File: config.mk
export PLATFORM = sky130hd
export DESIGN_NAME = virtual_address_relocation
export DESIGN_NICKNAME = d
export VERILOG_FILES = /design/src/rtl/mmu_pkg.sv /design/src/rtl/virtual_address_relocation.sv /design/src/rtl/page_table_ram.sv
export SDC_FILE = /design/constraint.sdc
export NUM_CORES = 2
export LEC_CHECK = 0
export ABC_CLOCK_PERIOD_IN_PS = 20500
export BUFFER_PORTS_ARGS = -buffer_cell sky130_fd_sc_hd__buf_2
export CAP_MARGIN = 20
export CORE_AREA = 3 3 343 515
export CTS_CLUSTER_DIAMETER = 40
export DETAILED_ROUTE_END_ITERATION = 10
export DIE_AREA = 0 0 346 518
export GPL_TIMING_DRIVEN = 0
export PLACE_DENSITY = 0.76
export SYNTH_ARGS = -nofsm -noshare
export SYNTH_HDL_FRONTEND = slang
export SYNTH_SLANG_ARGS = --single-unit
File: constraint.sdc
create_clock -name aclk -period 20.5 [get_ports aclk]
set_input_delay 4.1 -clock aclk [delete_from_list [all_inputs] [get_ports aclk]]
set_output_delay 4.1 -clock aclk [all_outputs]
set_load 0.01 [all_outputs]
File: src/rtl/mmu_pkg.sv
package mmu_pkg;

    // Address widths and relocation shift
    localparam int VA_W = 16;
    localparam int PA_W = 18;
    localparam int PAGE_OFS_W = 13;
    localparam int BASE_SHIFT = 6;
    localparam logic [15:0] CONS_STEP = 16'h0002;

    // Bus register map (byte addresses)
    localparam logic [11:0] BASE_REG_OFF = 12'h000;
    localparam logic [11:0] DESC_REG_OFF = 12'h100;
    localparam logic [11:0] SR0_OFF = 12'h200;
    localparam logic [11:0] SR3_OFF = 12'h204;
    localparam logic [1:0] RESP_OKAY = 2'b00;
    localparam logic [1:0] RESP_SLVERR = 2'b10;

    // mmu_status_zero fields
    localparam int SR0_ENABLE = 0;
    localparam int SR0_PAGE_LSB = 1;
    localparam int SR0_SPACE = 4;
    localparam int SR0_MODE_LSB = 5;
    localparam int SR0_MAINT = 8;
    localparam int SR0_TRAP_EN = 9;
    localparam int SR0_TRAP = 12;
    localparam int SR0_RDONLY = 13;
    localparam int SR0_NONRES = 15;
    localparam logic [15:0] SR0_RESET = 16'h0000;

    // space_split_control fields, one D-space enable per mode
    localparam int SR3_USER_D = 0;
    localparam int SR3_SUPER_D = 1;
    localparam int SR3_KERNEL_D = 2;
    localparam logic [2:0] SR3_RESET = 3'h0;

    // page_descriptor_register fields
    localparam int DESC_KEY_LSB = 0;
    localparam int DESC_W = 6;
    localparam int DESC_A = 7;

    // access_key_field codes
    localparam logic [2:0] KEY_RO_TRAP = 3'h1;
    localparam logic [2:0] KEY_RO = 3'h2;
    localparam logic [2:0] KEY_RW_TRAP = 3'h4;
    localparam logic [2:0] KEY_RW_TRAP_W = 3'h5;

    // Processor modes as held in the status word
    localparam logic [1:0] MODE_KERNEL = 2'b00;
    localparam logic [1:0] MODE_SUPER = 2'b01;
    localparam logic [1:0] MODE_USER = 2'b11;
    localparam int PSW_CUR_LSB = 14;
    localparam int PSW_PREV_LSB = 12;

    // Statistical trap vector, kernel D virtual 250 octal
    localparam logic [15:0] STAT_TRAP_VECTOR = 16'h00a8;

    typedef enum logic [1:0] {
        DISP_PROGRAM_PHYSICAL_DISPLAY,
        DISP_CONSOLE_PHYSICAL_DISPLAY,
        DISP_VIRTUAL
    } disp_sel_type;

    // One virtual memory reference from the core
    typedef struct packed {
        logic [15:0] virtual_address;
        logic write;
        logic dspace;
        logic use_prev;
        logic stack_implied;
        logic ispace_move;
        logic vector_fetch;
        logic stack_pop;
    } core_req_type;

    typedef struct packed {
        logic [17:0] physical_address;
        logic abort_nonres;
        logic abort_readonly;
    } core_resp_type;

    typedef struct packed {
        logic start;
        logic cont;
        logic load_addr;
        logic step;
        logic [17:0] switches;
        disp_sel_type sel;
    } console_type;

endpackage

File: src/rtl/virtual_address_relocation.sv
// Notes on behaviour
// RL1 - Top three address bits pick one of eight pages in a set.
// RL2 - Address is offset plus base shifted left six.
// RL3 - Address is 18 bits; carry past bit 17 dropped.
// RL4 - Console start clears status zero; continue does not.
// RL5 - Console stepping never carries bit 15 into 16.
// RL6 - Display: relocated, console-loaded or virtual address.
// RL7 - Identity bases are n*0200 octal; I/O page 07600.
// RL8 - Move-previous: stack in current mode, operand previous.
// RL9 - User-to-user move-from-I reads via user data set.
// RL10 - Vectors are fetched in kernel space.
// RL11 - Returns pop counter and status from stack.
// RL12 - Keys 1, 4, 5 trap at instruction end if enabled.
// RL13 - Trapping keys set accessed flag even if disabled.
// RL14 - All matching descriptors flagged; status loaded once.
// RL15 - Descriptor write clears accessed and written flags.
// RL16 - Key 2 reads freely, key 5 traps writes, 6 never.
// RL17 - Key 2 aborts writes, permits reads.
// RL18 - Status zero bit 0 enables relocation.
// RL19 - Bit 9 clear: no trap, flags still logged.
// RL20 - Trap vectors through kernel data 250.
// RL21 - Keys 0, 3, 7 set nonresident flag and abort.
//
// The AXI4-Lite register port and the register offsets are this design's own decisions.
`timescale 1ns/1ps
module virtual_address_relocation
    import mmu_pkg::*;
(
    input wire logic aclk,
    input wire logic aresetn,
    input wire logic [11:0] s_axi_awaddr,
    input wire logic s_axi_awvalid,
    output logic s_axi_awready,
    input wire logic [31:0] s_axi_wdata,
    input wire logic [3:0] s_axi_wstrb,
    input wire logic s_axi_wvalid,
    output logic s_axi_wready,
    output logic [1:0] s_axi_bresp,
    output logic s_axi_bvalid,
    input wire logic s_axi_bready,
    input wire logic [11:0] s_axi_araddr,
    input wire logic s_axi_arvalid,
    output logic s_axi_arready,
    output logic [31:0] s_axi_rdata,
    output logic [1:0] s_axi_rresp,
    output logic s_axi_rvalid,
    input wire logic s_axi_rready,
    input wire logic [15:0] processor_status_word,
    input wire logic req_valid,
    output logic req_ready,
    input wire core_req_type req,
    output logic resp_valid,
    output core_resp_type resp,
    input wire logic instr_end,
    output logic stat_trap,
    output logic [15:0] stat_trap_vector,
    input wire console_type console,
    output logic [17:0] display_address
);
    typedef enum logic [1:0] {RD_IDLE, RD_MEM, RD_RESP} rd_state_type;

    typedef struct packed {
        logic [15:0] sr0;
        logic [2:0] sr3;
        logic busy;
        core_req_type pend;
        logic [5:0] pend_idx;
        logic resp_valid;
        core_resp_type resp;
        logic trap_pend;
        logic status_loaded;
        logic stat_trap;
        logic [17:0] cons_addr;
        logic [17:0] last_pa;
        logic [15:0] last_va;
        logic [17:0] disp;
        logic aw_got;
        logic [11:0] aw_addr;
        logic w_got;
        logic [15:0] wdata;
        logic bvalid;
        logic [1:0] bresp;
        rd_state_type rstate;
        logic [11:0] raddr;
        logic [31:0] rdata;
        logic [1:0] rresp;
    } state_type;

    state_type cur_ff;
    state_type nxt_ff;

    logic [15:0] a_base;
    logic [15:0] a_desc;
    logic [15:0] b_base;
    logic [15:0] b_desc;
    logic we_base;
    logic we_desc;
    logic [5:0] w_idx;
    logic [15:0] w_data;
    logic [5:0] a_idx;
    logic [1:0] cur_mode;
    logic [1:0] prev_mode;
    logic [1:0] sel_mode;
    logic sel_dspace;
    logic [2:0] key;
    logic relocate;
    logic nonres;
    logic ro_abort;
    logic trap_cond;
    logic frozen;
    logic [17:0] reloc_pa;
    logic hw_desc_write;
    logic bus_wr_go;
    logic bus_wr_table;
    logic [15:0] desc_flagged;

    page_table_ram u_table (
        .aclk(aclk),
        .a_idx(a_idx),
        .a_base(a_base),
        .a_desc(a_desc),
        .b_idx(s_axi_araddr[7:2]),
        .b_base(b_base),
        .b_desc(b_desc),
        .we_base(we_base),
        .we_desc(we_desc),
        .w_idx(w_idx),
        .w_data(w_data)
    );

    // D-space enable of a mode
    function automatic logic split_on(input logic [1:0] m,
                                      input logic [2:0] sr3);
        logic r;
        r = 1'b0;
        if (m == MODE_USER) begin
            r = sr3[SR3_USER_D];
        end else if (m == MODE_SUPER) begin
            r = sr3[SR3_SUPER_D];
        end else if (m == MODE_KERNEL) begin
            r = sr3[SR3_KERNEL_D];
        end
        return r;
    endfunction

    // Register set selection at request time, using live status word
    always_comb begin
        cur_mode = processor_status_word[PSW_CUR_LSB +: 2];
        prev_mode = processor_status_word[PSW_PREV_LSB +: 2];
        sel_mode = cur_mode;
        sel_dspace = req.dspace && split_on(cur_mode, cur_ff.sr3);
        if (req.vector_fetch) begin
            sel_mode = MODE_KERNEL; // see RL10
            sel_dspace = split_on(MODE_KERNEL, cur_ff.sr3); // see RL20
        end else if (req.stack_pop || req.stack_implied) begin
            sel_mode = cur_mode; // see RL11 see RL8
        end else if (req.use_prev) begin
            sel_mode = prev_mode; // see RL8
            sel_dspace = req.dspace && split_on(prev_mode, cur_ff.sr3);
            if (req.ispace_move && cur_mode == MODE_USER
                    && prev_mode == MODE_USER
                    && cur_ff.sr3[SR3_USER_D]) begin
                sel_dspace = 1'b1; // see RL9
            end
        end
        a_idx = {sel_mode, sel_dspace, req.virtual_address[15:13]}; // see RL1
    end

    // Relocation and protection checks on the looked-up entry
    always_comb begin
        key = a_desc[DESC_KEY_LSB +: 3];
        relocate = cur_ff.busy && cur_ff.sr0[SR0_ENABLE]; // see RL18
        nonres = relocate && (key == 3'h0 || key == 3'h3
                              || key == 3'h7); // see RL21
        ro_abort = relocate && cur_ff.pend.write
                   && (key == KEY_RO_TRAP || key == KEY_RO); // see RL17
        // Key 6 falls through both terms, so it never traps
        trap_cond = relocate && ((!cur_ff.pend.write
                    && (key == KEY_RO_TRAP || key == KEY_RW_TRAP))
                    || (cur_ff.pend.write && (key == KEY_RW_TRAP
                    || key == KEY_RW_TRAP_W))); // see RL16
        frozen = |cur_ff.sr0[SR0_NONRES:SR0_RDONLY];
        // Sum truncated to 18 bits so addresses wrap
        reloc_pa = PA_W'({a_base, 6'h00})
                   + PA_W'(cur_ff.pend.virtual_address[PAGE_OFS_W-1:0]);
        // see RL2 see RL3
        desc_flagged = a_desc;
        if (trap_cond) begin
            desc_flagged[DESC_A] = 1'b1; // see RL13 see RL14
        end
        if (cur_ff.pend.write && !nonres && !ro_abort) begin
            desc_flagged[DESC_W] = 1'b1;
        end
        hw_desc_write = relocate && desc_flagged != a_desc;
    end

    // Table write port: hardware flag logging beats the bus
    always_comb begin
        bus_wr_go = cur_ff.aw_got && cur_ff.w_got && !cur_ff.bvalid
                    && !hw_desc_write;
        bus_wr_table = cur_ff.aw_addr[11:9] == 3'h0;
        we_base = 1'b0;
        we_desc = 1'b0;
        w_idx = cur_ff.pend_idx;
        w_data = desc_flagged;
        if (hw_desc_write) begin
            we_desc = 1'b1;
        end else if (bus_wr_go && bus_wr_table) begin
            w_idx = cur_ff.aw_addr[7:2];
            w_data = cur_ff.wdata;
            if (cur_ff.aw_addr[8]) begin
                we_desc = 1'b1;
                w_data[DESC_A] = 1'b0; // see RL15
                w_data[DESC_W] = 1'b0; // see RL15
            end else begin
                we_base = 1'b1;
            end
        end
    end

    // Next state of the whole block
    always_comb begin
        nxt_ff = cur_ff;
        nxt_ff.resp_valid = 1'b0;
        nxt_ff.stat_trap = 1'b0;

        // Core request taken when idle, answered two edges later
        if (req_valid && !cur_ff.busy) begin
            nxt_ff.busy = 1'b1;
            nxt_ff.pend = req;
            nxt_ff.pend_idx = a_idx;
        end
        if (cur_ff.busy) begin
            nxt_ff.busy = 1'b0;
            nxt_ff.resp_valid = 1'b1;
            nxt_ff.resp.abort_nonres = nonres;
            nxt_ff.resp.abort_readonly = ro_abort;
            nxt_ff.resp.physical_address = relocate ? reloc_pa
                : {2'b00, cur_ff.pend.virtual_address};
            nxt_ff.last_pa = nxt_ff.resp.physical_address;
            nxt_ff.last_va = cur_ff.pend.virtual_address;
        end

        // Bus register write; hardware flag sets applied after it
        if (bus_wr_go) begin
            nxt_ff.aw_got = 1'b0;
            nxt_ff.w_got = 1'b0;
            nxt_ff.bvalid = 1'b1;
            nxt_ff.bresp = RESP_OKAY;
            if (cur_ff.aw_addr == SR0_OFF) begin
                nxt_ff.sr0 = cur_ff.wdata;
            end else if (cur_ff.aw_addr == SR3_OFF) begin
                nxt_ff.sr3 = cur_ff.wdata[2:0];
            end else if (!bus_wr_table) begin
                nxt_ff.bresp = RESP_SLVERR;
            end
        end
        if (s_axi_awvalid && !cur_ff.aw_got) begin
            nxt_ff.aw_got = 1'b1;
            nxt_ff.aw_addr = {s_axi_awaddr[11:2], 2'b00};
        end
        if (s_axi_wvalid && !cur_ff.w_got) begin
            nxt_ff.w_got = 1'b1;
            nxt_ff.wdata = s_axi_wdata[15:0];
        end
        if (cur_ff.bvalid && s_axi_bready) begin
            nxt_ff.bvalid = 1'b0;
        end

        // Abort and trap flags; page info frozen while an abort stands
        if (nonres || ro_abort) begin
            if (!frozen) begin
                nxt_ff.sr0[SR0_MODE_LSB +: 2] = cur_ff.pend_idx[5:4];
                nxt_ff.sr0[SR0_SPACE] = cur_ff.pend_idx[3];
                nxt_ff.sr0[SR0_PAGE_LSB +: 3] = cur_ff.pend_idx[2:0];
            end
            nxt_ff.sr0[SR0_NONRES] = nxt_ff.sr0[SR0_NONRES] | nonres;
            nxt_ff.sr0[SR0_RDONLY] = nxt_ff.sr0[SR0_RDONLY] | ro_abort;
        end else if (trap_cond) begin
            nxt_ff.trap_pend = 1'b1; // see RL12
            if (cur_ff.sr0[SR0_TRAP_EN] && !cur_ff.status_loaded
                    && !frozen) begin
                nxt_ff.status_loaded = 1'b1; // see RL14
                nxt_ff.sr0[SR0_TRAP] = 1'b1; // see RL19
                nxt_ff.sr0[SR0_MODE_LSB +: 2] = cur_ff.pend_idx[5:4];
                nxt_ff.sr0[SR0_SPACE] = cur_ff.pend_idx[3];
                nxt_ff.sr0[SR0_PAGE_LSB +: 3] = cur_ff.pend_idx[2:0];
            end
        end

        // Trap only at instruction end and only while enabled
        if (instr_end) begin
            nxt_ff.stat_trap = cur_ff.trap_pend
                               && cur_ff.sr0[SR0_TRAP_EN]; // see RL12 see RL19
            // A trap seen in this very cycle must not be lost
            nxt_ff.trap_pend = trap_cond && !nonres && !ro_abort;
            nxt_ff.status_loaded = 1'b0;
        end

        // Console start drops relocation; continue touches nothing
        if (console.start) begin
            nxt_ff.sr0 = SR0_RESET; // see RL4
        end
        if (console.load_addr) begin
            nxt_ff.cons_addr = console.switches;
        end else if (console.step) begin
            nxt_ff.cons_addr[15:0] = cur_ff.cons_addr[15:0]
                                     + CONS_STEP; // see RL5
        end
        unique case (console.sel)
            DISP_PROGRAM_PHYSICAL_DISPLAY: nxt_ff.disp = cur_ff.last_pa; // see RL6
            DISP_CONSOLE_PHYSICAL_DISPLAY: nxt_ff.disp = cur_ff.cons_addr; // see RL6
            DISP_VIRTUAL: nxt_ff.disp = {2'b00, cur_ff.last_va}; // see RL6
            default: nxt_ff.disp = cur_ff.last_pa;
        endcase

        // Read channel: fixed two-cycle lookup then hold until rready
        unique case (cur_ff.rstate)
            RD_IDLE: begin
                if (s_axi_arvalid) begin
                    nxt_ff.raddr = {s_axi_araddr[11:2], 2'b00};
                    nxt_ff.rstate = RD_MEM;
                end
            end
            RD_MEM: begin
                nxt_ff.rresp = RESP_OKAY;
                nxt_ff.rdata = 32'h0000_0000;
                if (cur_ff.raddr[11:9] == 3'h0) begin
                    nxt_ff.rdata[15:0] = cur_ff.raddr[8] ? b_desc : b_base;
                end else if (cur_ff.raddr == SR0_OFF) begin
                    nxt_ff.rdata[15:0] = cur_ff.sr0;
                end else if (cur_ff.raddr == SR3_OFF) begin
                    nxt_ff.rdata[2:0] = cur_ff.sr3;
                end else begin
                    nxt_ff.rresp = RESP_SLVERR;
                end
                nxt_ff.rstate = RD_RESP;
            end
            RD_RESP: begin
                if (s_axi_rready) begin
                    nxt_ff.rstate = RD_IDLE;
                end
            end
        endcase
    end

    // Single register stage for all state
    always_ff @(posedge aclk) begin
        if (!aresetn) begin
            cur_ff <= '0;
            cur_ff.sr0 <= SR0_RESET;
            cur_ff.sr3 <= SR3_RESET;
            cur_ff.rstate <= RD_IDLE;
        end else begin
            cur_ff <= nxt_ff;
        end
    end

    // Handshakes are combinational, data from flip-flops
    assign req_ready = !cur_ff.busy;
    assign resp_valid = cur_ff.resp_valid;
    assign resp = cur_ff.resp;
    assign stat_trap = cur_ff.stat_trap;
    assign stat_trap_vector = STAT_TRAP_VECTOR; // see RL20
    assign display_address = cur_ff.disp;
    assign s_axi_awready = !cur_ff.aw_got;
    assign s_axi_wready = !cur_ff.w_got;
    assign s_axi_bvalid = cur_ff.bvalid;
    assign s_axi_bresp = cur_ff.bresp;
    assign s_axi_arready = cur_ff.rstate == RD_IDLE;
    assign s_axi_rvalid = cur_ff.rstate == RD_RESP;
    assign s_axi_rdata = cur_ff.rdata;
    assign s_axi_rresp = cur_ff.rresp;
endmodule // virtual_address_relocation

File: src/rtl/page_table_ram.sv
`timescale 1ns/1ps
module page_table_ram
    import mmu_pkg::*;
(
    input wire logic aclk,
    input wire logic [5:0] a_idx,
    output logic [15:0] a_base,
    output logic [15:0] a_desc,
    input wire logic [5:0] b_idx,
    output logic [15:0] b_base,
    output logic [15:0] b_desc,
    input wire logic we_base,
    input wire logic we_desc,
    input wire logic [5:0] w_idx,
    input wire logic [15:0] w_data
);
    logic [15:0] base_mem [0:63];
    logic [15:0] desc_mem [0:63];

    // Two registered read ports, one write port per table
    always_ff @(posedge aclk) begin
        if (we_base) begin
            base_mem[w_idx] <= w_data;
        end
        if (we_desc) begin
            desc_mem[w_idx] <= w_data;
        end
        a_base <= base_mem[a_idx];
        a_desc <= desc_mem[a_idx];
        b_base <= base_mem[b_idx];
        b_desc <= desc_mem[b_idx];
    end
endmodule // page_table_ram

After elaboration in Yosys (flattened, before gate mapping)
Memories as Yosys holds them, arrays and structs flattened. A register that Yosys moved wholly into a read port is not among the register bits. Cells that the tools add are included.

Add/subtract/negate cells: 2. Equality and inequality tests: 22. Muxes and demuxes: 72. Bitwise logic cells: 5. Reductions and logical operators: 68.

Operators with widths (count): $mux 16 (7); $eq 10x8->1 const B (4); $mux 6 (6); $pmux 18 s2 (1); $mux 1 (32); $logic_and 1x1->1 (28); $mux 13 (2); $mux 2 (13); $mux 21 (1); $mux 19 (1); $add 18x13->18 (1); $mux 18 (1); $mux 17 (1); $add 16x2->16 const B (1); $mux 3 (5); $mux 14 (1); $logic_not 1->1 (10); $reduce_and 2->1 (5); $eq 3x3->1 const B (3); $logic_not 3->1 (3); $eq 2x1->1 const B (4); $eq 2x2->1 const B (4); $logic_or 1x1->1 (8); $reduce_bool 2->1 (4); 12 further kinds (23).

Bits in registers: 180. Bits in writable memories: 2048. Bits of input ports: 132. Output and inout bits: 98. Word-level logic and storage cells: 199. Memories: 2.

Memory list: u_table.base_mem (words 64, bits a word 16, rd ports 2, clocked after memory_dff 2, write ports 1, RTL line page_table_ram.sv:17) `logic [15:0] base_mem [0:63];`; u_table.desc_mem (words 64, bits a word 16, rd ports 2, clocked after memory_dff 2, write ports 1, RTL line page_table_ram.sv:18) `logic [15:0] desc_mem [0:63];`.

Depth between registers and ports, before layout
Depth in word-level cells: 17. Gate-level depth with buffers: 10.

Cells and area by module
From an unflattened synthesis, not the netlist that was laid out.

Cells, all modules: 5574. Area total of the unflattened synthesis: 104770.5 µm².

Modules (own cells, without submodules): page_table_ram (instances 1, cells an instance 4525, area an instance 96187.3 µm²); virtual_address_relocation (instances 1, cells an instance 1049, area an instance 8583.2 µm²).

Worst setup path before layout
Ideal clock, no wire load.

Path type: reg-to-reg. Start point: register cur_ff[204] in the netlist's numbering. End point: memory u_table.base_mem[0][6], data pin. Library setup time: 1197 ps. Data arrival time: 6628 ps. Data required time: 19303 ps. Setup slack: 12675 ps. Cell stages (with the launch flop): 9. Clock period less this slack: 7825 ps. Cells stage by stage: dfxtp_1 and2_1 buf_2 nand2b_1 o32ai_1 a21oi_1 buf_2 buf_2 o21ai_0.

Word-level cells in the longest chain between the ends: 13. Elaborated cells between the ends (all ways): 18.

Ends and longest elaborated chain: start: declaration (RTL line virtual_address_relocation.sv:89) `state_type cur_ff;`; start signal: assignment (RTL line virtual_address_relocation.sv:355) `cur_ff <= nxt_ff;`; $logic_and 1x1->1 * (RTL line virtual_address_relocation.sv:172) `relocate = cur_ff.busy && cur_ff.sr0[SR0_ENABLE];`; $logic_and 1x1->1, on equally long branches (RTL line virtual_address_relocation.sv:173, virtual_address_relocation.sv:175); $logic_not 1->1 or $logic_and 1x1->1 (tied branches) (RTL line virtual_address_relocation.sv:191, virtual_address_relocation.sv:176); $logic_and 1x1->1 or $logic_not 1->1 (tied branches) (RTL line virtual_address_relocation.sv:191) `if (cur_ff.pend.write && !nonres && !ro_abort) begin`; $logic_and 1x1->1 (RTL line virtual_address_relocation.sv:191); $mux 1 (RTL line virtual_address_relocation.sv:191); $ne 2x2->1 (RTL line virtual_address_relocation.sv:194) `hw_desc_write = relocate && desc_flagged != a_desc;`; $logic_and 1x1->1 (RTL line virtual_address_relocation.sv:194); $logic_not 1->1 (RTL line virtual_address_relocation.sv:200) `&& !hw_desc_write;`; $logic_and 1x1->1 (RTL line virtual_address_relocation.sv:200); $logic_and 1x1->1 (RTL line virtual_address_relocation.sv:208) `end else if (bus_wr_go && bus_wr_table) begin`; $mux 16 (RTL line virtual_address_relocation.sv:208); $mux 16 * (RTL line virtual_address_relocation.sv:206) `if (hw_desc_write) begin`; net u_table.w_data[6] (RTL line page_table_ram.sv:15) `input wire logic [15:0] w_data`; end: declaration (RTL line page_table_ram.sv:17).

Mark *: on every way through the listed nets, which the timed path passes. The rest lies on a longest branch.

==> reports/qor.csv <==
stage,metric,value,unit
route,avgRoutedWirePerCell,47.9,microns
cts,htree_levels,4,
critical_path,worstPathArrival,9330,ps
timing,max_clock_freq,0.115,GHz
critical_path,cp_top_family,buffers and inverters,
critical_path,critical_path_start,req[21],
route,wl,407000,microns
grt,overflow,0,
min_path,worstHoldPathType,reg -> reg,
grt,grt_max_degree,129,
cts,cts_root_buf,clkbuf_16,
logic_synthesis,synthesis.yosys.warnings,0,
power,switching_power_as_a_share_of_total_power,0.255,
grt,grt_first_pass_wirelength,542000,microns
critical_path,critical_path.n_buffers_inverters,3,
critical_path,max_stage_delay,920,ps
placed_design,post-dp-hpwl,297000,microns
logic_synthesis,synth.cells.most_frequent,"edfxtp_1 (2,048), mux4_2 (1,096), mux2i_1 (354)",
critical_path,rr_startpoint,cur_ff[204],
timing,setup_tns,0,ps
critical_path,worst-r2r-cell-count,8,
cells_and_area,final-seq-area,66100,sq um
placed_design,buffer_ports.inserted,146,
critical_path,critical_path_required,21160,ps
logic_synthesis,synthesis.instances,5386,
grt,first_global_vias,62730,
timing,worst_slew_pin_tran,1360,ps
timing,grt_setup_unrepaired,false,
cts,number_of_instances_resized_during_post_cts_repair,0,
floorplanning,die_area,179000,sq um
route,detail_route.vias_per_cell,7.56,
cts,tritoncts,yes,
min_path,hold_start,cur_ff[191],
power,power_leakage,39.0,nW
critical_path,rrSetupSlack,15720,ps
critical_path,crit_path_cell_trace,clkbuf_1 > clkbuf_1 > clkbuf_1 > mux4_2 > mux2i_1 > mux2i_1 > a22oi_1 > mux2i_1,
critical_path,worst_path_max_delay_cell,clkbuf_1,
cells_and_area,post_route_cells_drive_above_1_share,0.356,
logic_synthesis,synth_compound_gate_area_share,0.0261,
logic_synthesis,synth_most_common_cell,edfxtp_1,
cells_and_area,area.growth.synth_to_final,14.9,%
job,cap_viol_max_count,0,
grt,number_of_antenna_violations_at_the_first_check_in_global_routing,57,
power,intPower,8.07,mW
timing,report.final.setup_viol,0,
power,power_frac_comb,0.114,
power,max-vdd-ir-drop,0.0000953,V
route,via_count,64235,
cts,worst_skew_pair_latency,900,ps
logic_synthesis,synth_mux_area_frac,0.275,
logic_synthesis,synth_async_sr_flop_share,0,
cts,cts_setup_buffers,0,
power,power.density,91.3,nW/um^2
min_path,hold-path-cell-count,2,
power,p_clk_frac,0.400,
critical_path,critical_path_cell_count,8,
logic_synthesis,synth_xor_area_frac,0.00204,
logic_synthesis,synth-edff-count,2048,
critical_path,setup.worst_path.start_class,input pin,
floorplanning,core.rowCount,187,
critical_path,critical_path.endpoint_type,register,
cells_and_area,fin_cells,8495,
cts,cts_made_buffers,231,
cells_and_area,multi_input_area,35200,sq um
logic_synthesis,dominantRegCellSynth,edfxtp_1,
logic_synthesis,synth_top_family_by_area,multiplexers,
critical_path,worst-path-max-fanout,10,
logic_synthesis,synth-adder-area-share,0.00189,
cts,total_number_of_clock_tree_sinks,2277,
power,switchingPower,2.77,mW
logic_synthesis,syn-mean-instance-area,19.2,sq um
cells_and_area,num-fill-cells,10829,
grt,grt_util_all_layers,0.456,
power,total_power,10.8,mW
critical_path,path_class,in -> reg,
logic_synthesis,yosys.area.top_type_share,0.596,
route,drt_drc,0,
cts,postCtsHoldBufs,0,
timing,finalHoldWorstSlack,465,ps
route,ant_nets,0,
timing,hold_violations,0,
run_status,run_status,"finished, final reports clean",
route,detailedRoute.firstIterationViolations,10847,
floorplanning,floorplan.initialDensity,0.598,
timing,slew_violations,0,
min_path,holdPathEnd,cur_ff[191],
placed_design,dp_cells,8020,
logic_synthesis,synth.largest_area_cell,edfxtp_1,
cts,clk_pin_slew,60,ps
timing,finClkSkew,46.3,ps
placed_design,gp_congestion,1.09,
logic_synthesis,synth_seq_area_share,0.640,
cts,cts.path.max_buffers,4,
logic_synthesis,synth_simple_gate_area_frac,0.0301,
critical_path,worst_r2r_endpoint,u_table.base_mem[57][9],
floorplanning,chipWidth,346,microns
floorplanning,dieHeight,518,microns
cells_and_area,layout.nets,6142,
logic_synthesis,syn_area,103000,sq um
floorplanning,count_of_boundary_i_o_pins,230,
timing,timing.final.crit_period,8670,ps
power,seqPwrFrac,0.486,
timing,final_period_util,0.423,
timing,slew_headroom,0.0810,
route,drt_pass1_iterations,8,
floorplanning,placeableCoreArea,173000,sq um
logic_synthesis,yosys_register_bits,2277,
logic_synthesis,netlist_top_cells_area,"edfxtp_1 (60%), mux4_2 (24%), dfxtp_1 (4.4%)",
logic_synthesis,yosysUniqueCellTypes,63,
[metal layers]
metal  vias up  GRT usage  wire length, microns
met5         -          0                   149
met4        22      0.436                 50500
met3      1644      0.133                 51000
met2      5942      0.690                185000
met1     32938      0.519                120000
li1      23689          -                     -
[power by group through the flow]
stage                     Combinational, mW  Sequential (mW)  Clock [mW]
after CTS                              1.18             5.26        4.32
after detailed placement               1.17             5.36           0
after global placement                 1.09             5.40           0
after floorplan                       0.587             5.36           0
after global routing                   1.23             5.26        4.50
final                                  1.24             5.26        4.33
[tightest hold or removal path: cells and delay by family (launching register included)]
family | cells | cell delay (ps)
AO/OA/AOI/OAI | 1 | 60
flip-flops | 1 | 310
AND/OR/NAND/NOR | 1 | 40
[through the flow]
stage / worst slack (ps) / instance area [sq um] / util
CTS: 12350 / 118000 / 0.686
global route: 12160 / 119000 / 0.687
floorplan: 12680 / 103000 / -
finish: 11830 / 119000 / 0.687
global placement: 4250 / 107000 / 0.619
detailed placement: 11460 / 111000 / 0.642
[area by class of cell]
cell class                 count  area share
antenna                       45    0.000949
clock buffer                 264      0.0501
inverter                      21    0.000664
clock inverter               156      0.0141
buffer                       492      0.0207
tap                         2268      0.0239
sequential                  2277       0.557
multi-input combinational   2628       0.297
timing repair buffer         344      0.0355
[kinds of logic (layout without fill, tap and decap cells)]
group,after synthesis,count (layout)
compound gates,393,393
fa+ha+maj,15,15
mux,1467,1467
other cells,2,79
buf+inv,513,1277
xor+xnor,24,24
simple gates,695,695
flops,2277,2277
[registers in the layout, indices dropped and copies added, names as in the netlist, 12 cells and up]
register and cells:
u_table.a_desc 16, s_axi_rdata 16, display_address 18, u_table.desc_mem 1024
u_table.base_mem 1024, u_table.a_base 12, u_table.b_base 16, u_table.b_desc 16
cur_ff 128
[worst max-delay path by stage]
stage	endpoint	slack [ps]
3_5_place_dp	u_table.a_base[9]	11460
6_report	u_table.a_base[8]	11830
3_3_place_gp	u_table.desc_mem[52][6]	4250
4_1_cts	u_table.a_base[9]	12350
2_1_floorplan	u_table.base_mem[0][6]	12680
5_1_grt	u_table.a_base[9]	12160
[cell usage in the layout, fill, tap and decap left out, types with 13 or more instances in the layout]
| master | Yosys | routed |
|---|---|---|
| nand3_1 | 22 | 22 |
| clkbuf_16 | 0 | 233 |
| nor3_1 | 20 | 20 |
| clkinv_2 | 0 | 40 |
| inv_6 | 0 | 19 |
| edfxtp_1 | 2048 | 2048 |
| clkinv_4 | 0 | 13 |
| clkbuf_2 | 0 | 15 |
| nor2_2 | 0 | 124 |
| clkbuf_1 | 223 | 240 |
| clkinv_1 | 0 | 32 |
| a31oi_1 | 14 | 14 |
| o211ai_1 | 17 | 17 |
| a22oi_1 | 54 | 54 |
| nor2_1 | 153 | 26 |
| a32oi_1 | 29 | 29 |
| buf_8 | 0 | 133 |
| dfxtp_1 | 229 | 229 |
| nand2b_1 | 22 | 22 |
| a21oi_1 | 99 | 98 |
| a21boi_0 | 61 | 61 |
| o21ai_0 | 39 | 38 |
| inv_1 | 19 | 20 |
| ha_1 | 14 | 14 |
| bufinv_16 | 0 | 28 |
| nor2b_1 | 66 | 65 |
| buf_16 | 0 | 44 |
| and2_1 | 33 | 33 |
| xor2_1 | 14 | 14 |
| diode_2 | 0 | 45 |
| conb_1 | 2 | 34 |
| o211a_1 | 23 | 23 |
| nand2_1 | 335 | 335 |
| buf_2 | 117 | 264 |
| mux4_2 | 1096 | 1096 |
| buf_1 | 40 | 39 |
| mux2i_1 | 354 | 353 |
| buf_4 | 107 | 115 |
| a211oi_1 | 33 | 33 |
(Power assumes the default switching activity.)
